==> src/rtl/uart_tx_pkg.sv <==
// Constants and types shared by the transmit line control block
package uart_tx_pkg;

   // ------------------------------------------------------------
   // Widths and depths
   // ------------------------------------------------------------
   localparam int ADDR_W      = 8;
   localparam int DATA_W      = 32;
   localparam int CHAR_W      = 8;
   localparam int QUEUE_DEPTH = 8;

   // ------------------------------------------------------------
   // Register offsets
   // ------------------------------------------------------------
   localparam logic [7:0] TX_DATA_OFS   = 8'h00;
   localparam logic [7:0] TX_STATUS_OFS = 8'h18;
   localparam logic [7:0] TX_LINE_OFS   = 8'h2C;
   localparam logic [7:0] PORT_CTRL_OFS = 8'h30;

   // ------------------------------------------------------------
   // Field positions
   // ------------------------------------------------------------
   localparam int LC_BREAK_POS = 0;
   localparam int LC_PAR_POS   = 1;
   localparam int LC_EVEN_POS  = 2;
   localparam int LC_STOP2_POS = 3;
   localparam int LC_QUEUE_POS = 4;
   localparam int LC_LEN_POS   = 5;
   localparam int LC_FIXED_POS = 7;
   localparam int PC_EN_POS    = 0;
   localparam int PC_PATH_POS  = 8;
   localparam int ST_BUSY_POS  = 0;
   localparam int ST_FULL_POS  = 1;
   localparam int ST_EMPTY_POS = 2;
   localparam int ST_BRK_POS   = 3;

   // ------------------------------------------------------------
   // Reset values and timing
   // ------------------------------------------------------------
   localparam logic [7:0] LINE_RESET    = 8'h00;
   localparam logic       EN_RESET      = 1'b0;
   localparam logic       PATH_ON_RESET = 1'b1;
   localparam logic [4:0] BIT_CYCLES    = 5'h10;

   typedef enum logic [2:0] {
      S_IDLE, S_START, S_DATA, S_PARITY, S_STOP, S_BREAK
   } tx_state_t;

endpackage : uart_tx_pkg

==> src/rtl/uart_tx_line_control.sv <==
// Transmit line control with character queue
// Operation
// - Break waits for current character end, then holds line low until cleared.
// - Queued characters are neither sent nor dropped during a break.
// - Parity bit is appended only when parity is switched on.
// - Even selection gives even count of ones over data and parity, else odd.
// - Two stop bits when selected, otherwise one.
// - Queue disabled means a single character holding register.
// - Word length field selects five to eight data bits.
// - Fixed parity sends 0 for even selection and 1 for odd.
// - Transmission happens only while the global enable is set; reset clears it.
// - Clearing enable mid character lets that character finish.
// - Transmit path enable, reset to one, also gates transmission.

// ------------------------------------------------------------
// Character queue
// ------------------------------------------------------------
module tx_queue_fifo #(
   parameter int WIDTH = 8,
   parameter int DEPTH = 8
) (
   input  wire logic             clk_sys,
   input  wire logic             rst,
   input  wire logic             limit_one,
   input  wire logic             in_valid,
   output logic                  in_ready,
   input  wire logic [WIDTH-1:0] in_data,
   output logic                  out_valid,
   input  wire logic             out_ready,
   output logic      [WIDTH-1:0] out_data
);
   localparam int AW = $clog2(DEPTH);
   localparam logic [AW:0] FULL_CNT = (AW+1)'(DEPTH);

   logic [WIDTH-1:0] mem_reg [DEPTH];
   logic [AW-1:0]    wr_ptr_reg;
   logic [AW-1:0]    rd_ptr_reg;
   logic [AW:0]      count_reg;
   logic             push;
   logic             pop;

   assign in_ready  = limit_one ? (count_reg == '0) : (count_reg != FULL_CNT);
   assign out_valid = (count_reg != '0);
   assign out_data  = mem_reg[rd_ptr_reg];
   assign push      = in_valid && in_ready;
   assign pop       = out_valid && out_ready;

   always_ff @(posedge clk_sys) begin
      if (push) begin
         mem_reg[wr_ptr_reg] <= in_data;
      end
   end

   always_ff @(posedge clk_sys) begin
      if (rst) begin
         wr_ptr_reg <= '0;
         rd_ptr_reg <= '0;
         count_reg  <= '0;
      end else begin
         if (push) begin
            wr_ptr_reg <= wr_ptr_reg + 1'b1;
         end
         if (pop) begin
            rd_ptr_reg <= rd_ptr_reg + 1'b1;
         end
         if (push && !pop) begin
            count_reg <= count_reg + 1'b1;
         end else if (pop && !push) begin
            count_reg <= count_reg - 1'b1;
         end
      end
   end

   holding_one_a: assert property (@(posedge clk_sys) disable iff (rst)
      (limit_one && count_reg != '0) |-> !in_ready)
      else $error("holding register accepted a second character");

endmodule : tx_queue_fifo

// ------------------------------------------------------------
// Top level
// ------------------------------------------------------------
module uart_tx_line_control (
   input  wire logic                          clk_sys,
   input  wire logic                          rst,
   input  wire logic [uart_tx_pkg::ADDR_W-1:0] addr,
   input  wire logic [uart_tx_pkg::DATA_W-1:0] wr_data,
   input  wire logic                          wr_en,
   input  wire logic                          rd_en,
   output logic      [uart_tx_pkg::DATA_W-1:0] rd_data,
   output logic                               tx_out
);
   import uart_tx_pkg::*;

   logic [7:0]        line_reg;
   logic              en_reg;
   logic              path_on_reg;
   logic [DATA_W-1:0] rd_data_reg;
   logic              tx_reg;
   tx_state_t         state_reg;
   logic [4:0]        baud_cnt_reg;
   logic [2:0]        bit_idx_reg;
   logic              stop_idx_reg;
   logic [CHAR_W-1:0] shift_reg;
   logic              f_par_reg;
   logic              f_even_reg;
   logic              f_two_reg;
   logic              f_fixed_reg;
   logic [1:0]        f_len_reg;
   logic              par_bit_reg;

   logic              q_in_ready;
   logic              q_out_valid;
   logic [CHAR_W-1:0] q_out_data;
   logic              q_pop;
   logic              bit_tick;
   logic              can_start;
   logic [2:0]        last_idx;
   logic [CHAR_W-1:0] masked;
   logic              send_break;

   function automatic logic [CHAR_W-1:0] mask_len(input logic [CHAR_W-1:0] d,
                                                  input logic [1:0] len);
      logic [CHAR_W-1:0] m;
      m = 8'hFF >> (2'h3 - len);
      return d & m;
   endfunction : mask_len

   function automatic logic parity_of(input logic [CHAR_W-1:0] d, input logic [1:0] len,
                                      input logic even, input logic fixed);
      logic ones;
      ones = ^mask_len(d, len);
      if (fixed) begin
         return !even;
      end
      return even ? ones : !ones;
   endfunction : parity_of

   // ------------------------------------------------------------
   // Register port
   // ------------------------------------------------------------
   assign send_break = line_reg[LC_BREAK_POS];

   always_ff @(posedge clk_sys) begin
      if (rst) begin
         line_reg    <= LINE_RESET;
         en_reg      <= EN_RESET;
         path_on_reg <= PATH_ON_RESET;
      end else if (wr_en) begin
         if (addr == TX_LINE_OFS) begin
            line_reg <= wr_data[7:0];
         end
         if (addr == PORT_CTRL_OFS) begin
            en_reg      <= wr_data[PC_EN_POS];
            path_on_reg <= wr_data[PC_PATH_POS];
         end
      end
   end

   always_ff @(posedge clk_sys) begin
      if (rst) begin
         rd_data_reg <= '0;
      end else begin
         rd_data_reg <= '0;
         if (rd_en) begin
            unique case (addr)
               TX_LINE_OFS: begin
                  rd_data_reg[7:0] <= line_reg;
               end
               PORT_CTRL_OFS: begin
                  rd_data_reg[PC_EN_POS]   <= en_reg;
                  rd_data_reg[PC_PATH_POS] <= path_on_reg;
               end
               TX_STATUS_OFS: begin
                  rd_data_reg[ST_BUSY_POS]  <= (state_reg != S_IDLE);
                  rd_data_reg[ST_FULL_POS]  <= !q_in_ready;
                  rd_data_reg[ST_EMPTY_POS] <= !q_out_valid;
                  rd_data_reg[ST_BRK_POS]   <= (state_reg == S_BREAK);
               end
               default: begin
                  rd_data_reg <= '0;
               end
            endcase
         end
      end
   end

   assign rd_data = rd_data_reg;

   // ------------------------------------------------------------
   // Queue
   // ------------------------------------------------------------
   tx_queue_fifo #(
      .WIDTH (CHAR_W),
      .DEPTH (QUEUE_DEPTH)
   ) u_queue (
      .clk_sys   (clk_sys),
      .rst       (rst),
      .limit_one (!line_reg[LC_QUEUE_POS]),
      .in_valid  (wr_en && addr == TX_DATA_OFS),
      .in_ready  (q_in_ready),
      .in_data   (wr_data[CHAR_W-1:0]),
      .out_valid (q_out_valid),
      .out_ready (q_pop),
      .out_data  (q_out_data)
   );

   // ------------------------------------------------------------
   // Frame sequencer
   // ------------------------------------------------------------
   assign can_start = en_reg && path_on_reg && !send_break;
   assign q_pop     = (state_reg == S_IDLE) && can_start && q_out_valid;
   assign bit_tick  = (baud_cnt_reg == BIT_CYCLES - 5'h01);
   assign last_idx  = 3'h4 + {1'b0, f_len_reg};
   assign masked    = mask_len(shift_reg, f_len_reg);

   always_ff @(posedge clk_sys) begin
      if (rst || state_reg == S_IDLE || state_reg == S_BREAK || bit_tick) begin
         baud_cnt_reg <= '0;
      end else begin
         baud_cnt_reg <= baud_cnt_reg + 5'h01;
      end
   end

   always_ff @(posedge clk_sys) begin
      if (rst) begin
         state_reg    <= S_IDLE;
         bit_idx_reg  <= '0;
         stop_idx_reg <= 1'b0;
         shift_reg    <= '0;
         f_par_reg    <= 1'b0;
         f_even_reg   <= 1'b0;
         f_two_reg    <= 1'b0;
         f_fixed_reg  <= 1'b0;
         f_len_reg    <= '0;
         par_bit_reg  <= 1'b0;
      end else begin
         unique case (state_reg)
            S_IDLE: begin
               if (send_break && en_reg && path_on_reg) begin
                  state_reg <= S_BREAK;
               end else if (q_pop) begin
                  state_reg   <= S_START;
                  shift_reg   <= q_out_data;
                  f_par_reg   <= line_reg[LC_PAR_POS];
                  f_even_reg  <= line_reg[LC_EVEN_POS];
                  f_two_reg   <= line_reg[LC_STOP2_POS];
                  f_fixed_reg <= line_reg[LC_FIXED_POS];
                  f_len_reg   <= line_reg[LC_LEN_POS +: 2];
                  par_bit_reg <= parity_of(q_out_data, line_reg[LC_LEN_POS +: 2],
                                           line_reg[LC_EVEN_POS], line_reg[LC_FIXED_POS]);
               end
            end
            S_START: begin
               if (bit_tick) begin
                  state_reg   <= S_DATA;
                  bit_idx_reg <= '0;
               end
            end
            S_DATA: begin
               if (bit_tick) begin
                  if (bit_idx_reg == last_idx) begin
                     state_reg <= f_par_reg ? S_PARITY : S_STOP;
                  end
                  bit_idx_reg <= bit_idx_reg + 3'h1;
                  stop_idx_reg <= 1'b0;
               end
            end
            S_PARITY: begin
               if (bit_tick) begin
                  state_reg <= S_STOP;
               end
            end
            S_STOP: begin
               if (bit_tick) begin
                  if (f_two_reg && !stop_idx_reg) begin
                     stop_idx_reg <= 1'b1;
                  end else begin
                     state_reg <= S_IDLE;
                  end
               end
            end
            S_BREAK: begin
               if (!send_break) begin
                  state_reg <= S_IDLE;
               end
            end
         endcase
      end
   end

   // ------------------------------------------------------------
   // Line driver
   // ------------------------------------------------------------
   always_ff @(posedge clk_sys) begin
      if (rst) begin
         tx_reg <= 1'b1;
      end else begin
         unique case (state_reg)
            S_START:  tx_reg <= 1'b0;
            S_DATA:   tx_reg <= shift_reg[bit_idx_reg];
            S_PARITY: tx_reg <= par_bit_reg;
            S_BREAK:  tx_reg <= 1'b0;
            default:  tx_reg <= 1'b1;
         endcase
      end
   end

   assign tx_out = tx_reg;

   // ------------------------------------------------------------
   // Checks
   // ------------------------------------------------------------
   idle_high_a: assert property (@(posedge clk_sys) disable iff (rst)
      (state_reg == S_IDLE || state_reg == S_STOP) |=> tx_reg)
      else $error("line not high while idle or stop");

   break_low_a: assert property (@(posedge clk_sys) disable iff (rst)
      (state_reg == S_BREAK) |=> !tx_reg)
      else $error("line not low during break");

   break_hold_a: assert property (@(posedge clk_sys) disable iff (rst)
      (state_reg == S_BREAK) |-> !q_pop)
      else $error("queue drained during break");

   enable_gate_a: assert property (@(posedge clk_sys) disable iff (rst)
      (state_reg == S_IDLE && !(en_reg && path_on_reg)) |=> state_reg != S_START)
      else $error("frame started while disabled");

   finish_char_a: assert property (@(posedge clk_sys) disable iff (rst)
      (state_reg == S_DATA && !bit_tick) |=> state_reg == S_DATA)
      else $error("character cut short");

   parity_slot_a: assert property (@(posedge clk_sys) disable iff (rst)
      (state_reg == S_DATA && bit_tick && bit_idx_reg == last_idx)
      |=> state_reg == (f_par_reg ? S_PARITY : S_STOP))
      else $error("parity slot wrong");

   parity_value_a: assert property (@(posedge clk_sys) disable iff (rst)
      (state_reg == S_PARITY && !f_fixed_reg)
      |=> tx_reg == (f_even_reg ? ^masked : !(^masked)))
      else $error("parity value wrong");

   fixed_parity_a: assert property (@(posedge clk_sys) disable iff (rst)
      (state_reg == S_PARITY && f_fixed_reg) |=> tx_reg == !f_even_reg)
      else $error("fixed parity value wrong");

   two_stop_a: assert property (@(posedge clk_sys) disable iff (rst)
      (state_reg == S_STOP && bit_tick && f_two_reg && !stop_idx_reg)
      |=> state_reg == S_STOP)
      else $error("second stop bit missing");

   word_len_a: assert property (@(posedge clk_sys) disable iff (rst)
      (state_reg == S_DATA && bit_tick && bit_idx_reg != last_idx)
      |=> state_reg == S_DATA)
      else $error("data bits ended early");

endmodule : uart_tx_line_control

==> config.mk <==
export PLATFORM = sky130hd
export DESIGN_NAME = uart_tx_line_control
export DESIGN_NICKNAME = d
export VERILOG_FILES = /design/src/rtl/uart_tx_pkg.sv /design/src/rtl/uart_tx_line_control.sv
export SDC_FILE = /design/constraint.sdc
export NUM_CORES = 1
export LEC_CHECK = 0
export ABC_AREA = 1
export BUFFER_PORTS_ARGS = -buffer_cell sky130_fd_sc_hd__buf_2
export CAP_MARGIN = 20
export CORE_AREA = 8 8 149 151
export CTS_BUF_LIST = sky130_fd_sc_hd__clkbuf_4
export CTS_CLUSTER_DIAMETER = 30
export DETAILED_ROUTE_END_ITERATION = 8
export DIE_AREA = 0 0 157 159
export HOLD_SLACK_MARGIN = 0.06
export PLACE_DENSITY_LB_ADDON = 0.05
export SETUP_SLACK_MARGIN = 0.02
export SLEW_MARGIN = 40
export SYNTH_ARGS = -nofsm -noshare
export SYNTH_HDL_FRONTEND = slang
export SYNTH_SLANG_ARGS = --single-unit
==> constraint.sdc <==
create_clock -name clk_sys -period 3.25 [get_ports clk_sys]
set_clock_uncertainty 0.15 [all_clocks]
set_input_delay 0.1625 -clock clk_sys [delete_from_list [all_inputs] [get_ports clk_sys]]
set_output_delay 0.1625 -clock clk_sys [all_outputs]
set_load 0.02 [all_outputs]
==> results.txt, run 1 <==
The residual antenna-violating net count after detailed routing came out at 0. The pre-antenna-repair detailed-routing pass consisted of 4 iterations. The internal power came out at 0.00236 W. The share of synthesized area in the top cell type comes to 0.331. For this run, the number of Yosys warnings is 0.

The vertical extent of the die came out at between 150 and 200 um. The H-tree was split into 4 levels. The master cell of the clock root buffer is sky130_fd_sc_hd__clkbuf_4.

The number of top-level pins came out at a little under 80. The switching power summed over all nets is ~0.00084 W. The synthesized cell area came out at a little under 0.006 mm2. The cell area power density is 471 mW/mm2. The largest fanout on the critical path is 4. The cell area after layout is around 0.0068 mm2. The area added between synthesis and finish is 17.1%. The flow ran to the end, and the final reports show no timing, DRC or antenna violations. The worst hold path begins at addr[0]. The worst setup path is launched from a flip-flop.

Setup repair after global routing left no endpoint under its margin. The accumulated negative setup slack is 0 ns. The hold violation count in the final report came out at 0. The hold-critical path depth came out at 8.

In this run the tool buffered the top-level ports with 30 buffer cells. Dividing the final minimum period by the clock period gives 0.872. The share of total power in sequential cells came out at 0.518. The post-synthesis register bit count is approximately 120.

The data arrival time at the worst-slack endpoint is around 3.1 ns. The worst slack at placement came out at 0.303 ns. The number of setup violations in the final report came out at 0.

The via count of the first global-routing pass came out at between 4000 and 5000. The normalized max-slew margin is 0.553. The placed instance area came out at about 0.0062 mm2. The die is between 150 and 200 um wide. The number of antenna violations at the first check in global routing came to 1.

Of the total power, the share spent switching nets is 0.263. The final-report max-slew violation count is 0. The clock tree from TritonCTS is yes. The clock group share of total power came out at 0.384. The critical path is of the reg2reg type. The worst-case vdd ir drop is slightly below 0.2 mV. The routed design has between 15 and 20 mm of wire. In the global route stage, overall resource usage came out at 0.127. Of the cells placed in the final design, the portion with a size suffix greater than 1 is 0.127.

The number of flip-flops under the largest register name is 64. The starting utilization of the core area came out at 0.292. The residual overflow from global routing is 0. Summing over every cut layer, the via total after detailed routing is ~4600. The maximum operating frequency is ~0.35 GHz. The instance count of the mapped netlist is 690. The wire-length estimate of the detail-placed layout is 10.3 mm. The violation count after the first detailed-route iteration is roughly 230.

After detailed routing, the number of remaining DRC violations is 0. The cell count of the worst reg-to-reg path came out at 15. For this block, wires on met1 add up to 7.44 mm. In this run the standard cell core region covers between 0.015 and 0.02 mm2. The number of nets in the final layout came out at 814. The register-to-register setup slack is 0.42 ns. The number of core rows came out at 52.

Once routing completed, OpenROAD measured the worst setup slack at between 0.4 and 0.5 ns. The number of sinks driven by the clock tree is approximately 120. The hold path endpoint is u_queue.wr_ptr_reg[2]. The number of buffers between clock root and the deepest sink is 2. The static leakage power is roughly 3.0 nW.

Dividing the detail-routed wire length by the instance count gives approximately 15 um. The part of the total power dissipated in combinational logic is 0.098. The number of buffers added for setup after CTS came out at 0. The detailed router used layers up to and including met4. The shortest period the worst path allows is 2.83 ns. The amount of wire on met2 after detailed routing is a little over 7 mm. STA classifies the critical path endpoint as a flip-flop. In this run the critical register-to-register path is launched from u_queue.count_reg[0]. In this run the critical register-to-register path is captured at u_queue.count_reg[3]. The maximum number of pins on one net before global-route repair came out at 34. The sequential cell area fraction in the yosys report is 0.531. The first global-routing pass estimated about 24 mm of wire. The slew at the pin with the worst max-slew slack is approximately 0.67 ns.

The required time of the worst setup path is between 3 and 4 ns. The congestion estimate from routability-driven global placement came to between 0.7 and 0.8. The average vias per placed instance is around 4.4.

The insertion delay of the later-clocked pin in the worst-skew pair came out at around 0.54 ns. The register clock-pin slew on the reported worst setup and hold paths is roughly 0.12 ns. Ranked by total cell area, the synthesized netlist is headed by sky130_fd_sc_hd__edfxtp_1 (33%), sky130_fd_sc_hd__dfxtp_1 (20%), sky130_fd_sc_hd__nand2_1 (11%). The met3 wire length is between 600 and 700 um. The mean area per synthesized cell came out at ~8.4 um2. The layout filler cell count is slightly above 2000. In this run, CTS created clock tree buffers numbering 17. The die covers about 0.025 mm2. The total power consumption of the routed design is roughly 0.0032 W. The biggest area contributor in the post-synthesis netlist is sky130_fd_sc_hd__edfxtp_1.

The max-capacitance violation count is 0. The count of distinct cell types in the synthesized netlist came out at 36. The path class of the tightest hold or removal check is in2reg.
-- logic make-up after synthesis --
family	Yosys count	share of synthesized area
AOI/OAI and AO/OA	80	0.0742
xor gates and xnor gates	5	0.00755
adders and majority gates	9	0.0207
buffers and inverters	155	0.129
DFF	122	0.531
muxes	1	0.00173
other	1	0.000646
and+or+nand+nor	317	0.235
-- synthesized netlist by cell type --
cell                       instances
sky130_fd_sc_hd__o31ai_1           1
sky130_fd_sc_hd__buf_6             8
sky130_fd_sc_hd__nor3_1           16
sky130_fd_sc_hd__o21ai_0          36
sky130_fd_sc_hd__dfxtp_1          58
sky130_fd_sc_hd__inv_2             4
sky130_fd_sc_hd__nor2_1           48
sky130_fd_sc_hd__a31oi_1           3
sky130_fd_sc_hd__xor2_1            4
sky130_fd_sc_hd__nand3_2           3
sky130_fd_sc_hd__xnor2_1           1
sky130_fd_sc_hd__nor4_1            1
sky130_fd_sc_hd__nor3b_1           1
sky130_fd_sc_hd__o221ai_1          1
sky130_fd_sc_hd__ha_1              8
sky130_fd_sc_hd__nand2_1         166
sky130_fd_sc_hd__nand3_1          67
sky130_fd_sc_hd__buf_2             2
sky130_fd_sc_hd__fa_1              1
sky130_fd_sc_hd__inv_6             1
sky130_fd_sc_hd__and3_1            1
sky130_fd_sc_hd__nand2_2           9
sky130_fd_sc_hd__o32ai_1           1
sky130_fd_sc_hd__nand4_1           3
sky130_fd_sc_hd__edfxtp_1         64
sky130_fd_sc_hd__a211oi_1          3
sky130_fd_sc_hd__nor2_2            1
sky130_fd_sc_hd__conb_1            1
sky130_fd_sc_hd__mux2i_1           1
sky130_fd_sc_hd__clkbuf_1          8
sky130_fd_sc_hd__buf_4            26
sky130_fd_sc_hd__a21oi_1          30
sky130_fd_sc_hd__o211ai_1          2
sky130_fd_sc_hd__o22ai_1           3
sky130_fd_sc_hd__nor4_2            1
sky130_fd_sc_hd__inv_1           106
-- power groups by stage --
| stage | Combinational, W | Clock, W | Sequential [W] |
|---|---|---|---|
| global route | 0.000356 | 0.00135 | 0.00166 |
| floorplan | 0.000210 | 0 | 0.00170 |
| finish | 0.000313 | 0.00123 | 0.00166 |
| detailed placement | 0.000293 | 0 | 0.00170 |
| CTS | 0.000311 | 0.00128 | 0.00166 |
| global placement | 0.000295 | 0 | 0.00170 |
-- through the flow --
step | utilization | std cells | hold WS, ns
2_1_floorplan | - | 712 | 0.111
3_3_place_gp | 0.311 | 984 | 0.235
3_5_place_dp | 0.311 | 984 | 0.241
4_1_cts | 0.341 | 1044 | 0.0823
5_1_grt | 0.342 | 1045 | 0.0631
6_report | 0.342 | 1045 | 0.0739
-- worst max-delay path, stage by stage (launching register included) --
cell and delay, ns:
sky130_fd_sc_hd__dfxtp_1 0.37, sky130_fd_sc_hd__nor3_1 0.28, sky130_fd_sc_hd__nand2_1 0.15, sky130_fd_sc_hd__o21ai_0 0.16, sky130_fd_sc_hd__nand3_2 0.15, sky130_fd_sc_hd__inv_2 0.09, sky130_fd_sc_hd__ha_1 0.18, sky130_fd_sc_hd__inv_1 0.10
sky130_fd_sc_hd__ha_1 0.33, sky130_fd_sc_hd__and3_1 0.19, sky130_fd_sc_hd__a211oi_2 0.16, sky130_fd_sc_hd__nor2_1 0.06, sky130_fd_sc_hd__nor2_1 0.09, sky130_fd_sc_hd__nand2_1 0.07, sky130_fd_sc_hd__o21ai_0 0.14, sky130_fd_sc_hd__a21oi_1 0.05
-- cells in the final DEF (no fill, tap or decap), drive strengths merged --
master / count
a211oi: 3
a21oi: 30
a31oi: 3
and3: 1
buf: 46
bufinv: 4
clkbuf: 17
clkinv: 7
clkinvlp: 1
conb: 23
dfxtp: 58
diode: 1
dlygate4sd3: 28
edfxtp: 64
fa: 1
ha: 8
inv: 114
mux2i: 1
nand2: 175
nand3: 70
nand4: 3
nor2: 49
nor3: 16
nor3b: 1
nor4: 2
o211ai: 2
o21ai: 36
o221ai: 1
o22ai: 3
o31ai: 1
o32ai: 1
xnor2: 1
xor2: 4
-- timing repair --
item	4_1_cts	5_1_grt
hold buffers	28	1
resized for setup	0	4
setup endpoints to repair	0	2
endpoints found under the hold margin	90	1
-- cell type report --
cell class / instances / area [um2] / share of cell area
antenna: 1 / 2.50 / 0.000368
clock buffer: 17 / 128 / 0.0188
clock inverter: 15 / 198 / 0.0291
inverter: 111 / 422 / 0.0621
multi-input combinational: 435 / 2070 / 0.305
sequential: 122 / 3080 / 0.454
tap: 270 / 338 / 0.0497
timing repair buffer: 74 / 551 / 0.0810
-- worst max-delay path by stage --
stage / slack, ns / from / endpoint
after global placement: 0.33 / u_queue.count_reg[0] / u_queue.count_reg[3]
final: 0.42 / u_queue.count_reg[0] / u_queue.count_reg[3]
after CTS: 0.13 / addr[6] / u_queue.count_reg[3]
after floorplan: 0.63 / u_queue.count_reg[0] / u_queue.count_reg[3]
after global routing: 0.13 / u_queue.count_reg[0] / u_queue.count_reg[3]
after detailed placement: 0.30 / u_queue.count_reg[0] / u_queue.count_reg[3]
-- routing by layer --
metal | up-vias | GRT usage
met5 | - | 0
met4 | 0 | 0.0376
met3 | 8 | 0.0315
met2 | 76 | 0.206
met1 | 2153 | 0.163
li1 | 2332 | -
Note: power is estimated with default switching activity, not from simulation.
==> run 2: changes to the inputs <==
--- a/config.mk
+++ b/config.mk
@@ -8,11 +8,11 @@
 export ABC_AREA = 1
 export BUFFER_PORTS_ARGS = -buffer_cell sky130_fd_sc_hd__buf_2
 export CAP_MARGIN = 20
-export CORE_AREA = 8 8 149 151
+export CORE_AREA = 2 2 143 145
 export CTS_BUF_LIST = sky130_fd_sc_hd__clkbuf_4
 export CTS_CLUSTER_DIAMETER = 30
 export DETAILED_ROUTE_END_ITERATION = 8
-export DIE_AREA = 0 0 157 159
+export DIE_AREA = 0 0 145 147
 export HOLD_SLACK_MARGIN = 0.06
 export PLACE_DENSITY_LB_ADDON = 0.05
 export SETUP_SLACK_MARGIN = 0.02
==> run 2 against run 1 <==
Routed wire length decreased by 2.3%. Sequential cell count unchanged. Sequential share of layout area increased by 0.88 points. Via count increased by 0.42%. Highest routed layer unchanged. Worst setup slack got worse by 0.16 ns. Cell count about the same. Total power decreased by 11%. Register-to-register slack about the same. Critical path depth increased by 3. Global-route usage increased by 2.1 points. Worst hold slack improved by 0.042 ns. Maximum frequency decreased by 5.4%. Largest cell class unchanged.
==> results.txt, run 2 (synthesis gave the netlist of run 1 again) <==
The post-detailed-routing wire length came out at 14.9 mm (-2.3%). The data arrival time at the worst-slack endpoint is 3.27 ns (+0.15 ns). TritonCTS built the clock tree. The number of antenna violations at the first check in global routing is 1 (unchanged). The worst hold-check slack came to 0.116 ns (+0.0421 ns). In the layout the commonest cells are sky130_fd_sc_hd__nand2_1 (166), sky130_fd_sc_hd__inv_1 (105), sky130_fd_sc_hd__nand3_1 (66), sky130_fd_sc_hd__edfxtp_1 (64), sky130_fd_sc_hd__dfxtp_1 (58). The average vias per placed instance is 4.39 (+0.51%).

The layout filler cell count is 2118 (+2.2%). In this design, the largest share of critical-path delay is due to buffers and inverters. The maximum number of pins on one net before global-route repair is 34 (unchanged). The number of buffers added for setup after CTS is 0 (unchanged). The cell area after layout is 0.00666 mm2 (-1.9%). The number of core rows came out at 52 (unchanged). The static leakage power is 2.92 nW (-1.7%). The half-perimeter wire length after placement came out at 10.1 mm (-2.2%). In this run the worst hold path is classified as in2reg. The worst-case vdd ir drop came out at 0.188 mV (-5.5%).

The starting utilization of the core area is 0.292 (unchanged). The area of the die is 0.0213 mm2 (-15%). The number of flip-flops under the largest register name came to 64 (unchanged). The per-cell routed wire length came out at 14.3 um (-2.2%). Setup repair after global routing left no endpoint under its margin. The count of port buffers added during placement came out at 30 (unchanged).

The core box area is 0.0198 mm2 (unchanged). The first-pass GRT wire length came out at 24.3 mm (+0.54%). The remaining routing DRC violations came out at 0 (unchanged).

The number of vias after detailed routing is 4588 (+0.42%). The vertical extent of the die came out at 147 um (-7.5%). The number of setup violations in the final report came out at 0 (unchanged).

The cell area power density is 427 mW/mm2 (-9.4%). The slowest library cell on the worst path is sky130_fd_sc_hd__dlygate4sd3_1. The largest fanout on the critical path came out at 3 (-1). The register clock-pin slew on the reported worst setup and hold paths was 0.11 ns (about the same). The ratio of final minimum period to clock period was 0.921 (+0.0496). The hold violation count in the final report came out at 0 (unchanged). The max-capacitance violation count is 0 (unchanged). The total CTS buffers is 17 (unchanged).

The maximum operating frequency was 0.334 GHz (-5.4%). The number of nets in the final layout came out at 813 (-0.12%). The count of TritonRoute iterations in the first routing pass was 4 (unchanged). The critical path goes through dlygate4sd3_1 -> buf_2 -> inv_1 -> nand2_1 -> nor2_1 -> dlygate4sd3_1 -> nand3_2 -> inv_2 -> ha_1 -> inv_1 -> ha_1 -> and3_1 -> a211oi_2 -> nor2_1 -> nor2_1 -> nand2_1 -> o21ai_0 -> a21oi_1. The shortest period the worst path allows is 2.99 ns (+0.161 ns). The share of post-route cells with drive strength above 1 came out at 0.125 (-0.00113). The endpoint type of the worst setup path is a flip-flop. The residual overflow from global routing is 0 (unchanged). The critical path in this run is classified as in2reg.

The count of H-tree levels built during CTS came out at 4 (unchanged). The residual antenna-violating net count after detailed routing was 0 (unchanged). The worst setup path is launched from a primary input. The accumulated negative setup slack came out at 0 ns (unchanged). The final-report max-slew violation count is 0 (unchanged). The flow ran to the end, and the final reports show no timing, DRC or antenna violations. The normalized max-slew margin came out at 0.550 (-0.00352). The violation count after the first detailed-route iteration came to 258 (+10%).

The via count of the first global-routing pass is 4597 (+0.99%). The global router's overall resource usage is 0.149 (+0.0215). The most repeated library cell on the critical path is sky130_fd_sc_hd__nor2_1. The insertion delay of the later-clocked pin in the worst-skew pair is 0.53 ns (about the same).

The slew at the pin with the worst max-slew slack came out at 0.674 ns (+0.00527 ns). The maximum cell stage delay along the critical path came out at 0.61 ns (+0.24 ns). The critical path buffer and inverter count came out at 6 (+4).

Leaving out fill and tap cells, the most frequent cell in the layout is sky130_fd_sc_hd__nand2_1. The weighted congestion at the end of routability-driven global placement is 0.738 (-2.8%). The total power consumption of the routed design is 0.00285 W (-11%). The worst slack at placement came out at 0.188 ns (-0.115 ns). The number of sinks driven by the clock tree came out at 122 (unchanged). The chip width was 145 um (-7.6%). The number of top-level pins came out at 77 (unchanged). The master cell of the clock root buffer is sky130_fd_sc_hd__clkbuf_4. The required time of the worst setup path came out at 3.52 ns (-0.02 ns). The setup slack of the critical path after layout was 0.256 ns (-0.161 ns). The number of buffers between clock root and the deepest sink was 2 (unchanged). The area added between synthesis and finish is 14.9%. The placed instance area is 0.00617 mm2 (unchanged).
==> run 2: power breakdown <==
group | internal, W | leakage (nW) | switching (W)
Clock | 0.000308 | 0.122 | 0.000568
Sequential | 0.00164 | 1.04 | 0.0000201
Combinational | 0.000104 | 1.75 | 0.000205
Total | 0.00205 | 2.92 | 0.000793
==> run 2: stage by stage <==
stage | std cells | util
5_1_grt | 1044 | 0.336
6_report | 1044 | 0.336
2_1_floorplan | 712 | -
3_3_place_gp | 984 | 0.311
4_1_cts | 1043 | 0.335
3_5_place_dp | 984 | 0.311
==> run 2: final cells by class <==
type	instances	area (um2)	area share
flip-flops and latches	122	3080	0.463
diodes	1	2.50	0.000376
inverters	111	422	0.0633
well taps	270	338	0.0507
clock buffers	20	150	0.0225
multi-input cells	435	2070	0.310
clock inverters	12	60.1	0.00901
repair buffers	73	541	0.0811
==> run 2: metal layers <==
layer	global-route usage	vias up	wire [um]
met5	0	-	0
met4	0.0520	0	215
met3	0.0255	15	584
met2	0.242	94	6870
met1	0.200	2157	7270
li1	-	2322	-
==> run 2: worst reg2reg max path, stage by stage, from the launching register on <==
cell,delay [ns]
sky130_fd_sc_hd__dfxtp_1,0.38
sky130_fd_sc_hd__nor3_2,0.23
sky130_fd_sc_hd__nand2_1,0.14
sky130_fd_sc_hd__o21ai_0,0.15
sky130_fd_sc_hd__nand3_2,0.15
sky130_fd_sc_hd__inv_2,0.10
sky130_fd_sc_hd__ha_1,0.18
sky130_fd_sc_hd__inv_1,0.09
sky130_fd_sc_hd__ha_1,0.34
sky130_fd_sc_hd__and3_1,0.20
sky130_fd_sc_hd__a211oi_2,0.19
sky130_fd_sc_hd__nor2_1,0.07
sky130_fd_sc_hd__nor2_1,0.08
sky130_fd_sc_hd__nand2_1,0.07
sky130_fd_sc_hd__o21ai_0,0.17
sky130_fd_sc_hd__a21oi_1,0.05
==> run 2: worst paths after layout <==
check	startpoint	endpoint	slack, ns	cells past startpoint
min reg2reg	baud_cnt_reg[0]	baud_cnt_reg[0]	0.31	1
min	addr[6]	rd_data[4]	0.12	5
max	addr[2]	u_queue.count_reg[3]	0.26	18
max reg2reg	u_queue.count_reg[0]	u_queue.count_reg[3]	0.41	15
==> run 2: what timing repair did <==
item                       4_1_cts  5_1_grt
resized for setup                0        4
hold buffers                    27        0
setup endpoints to repair        0        1
hold endpoints to repair        90        0
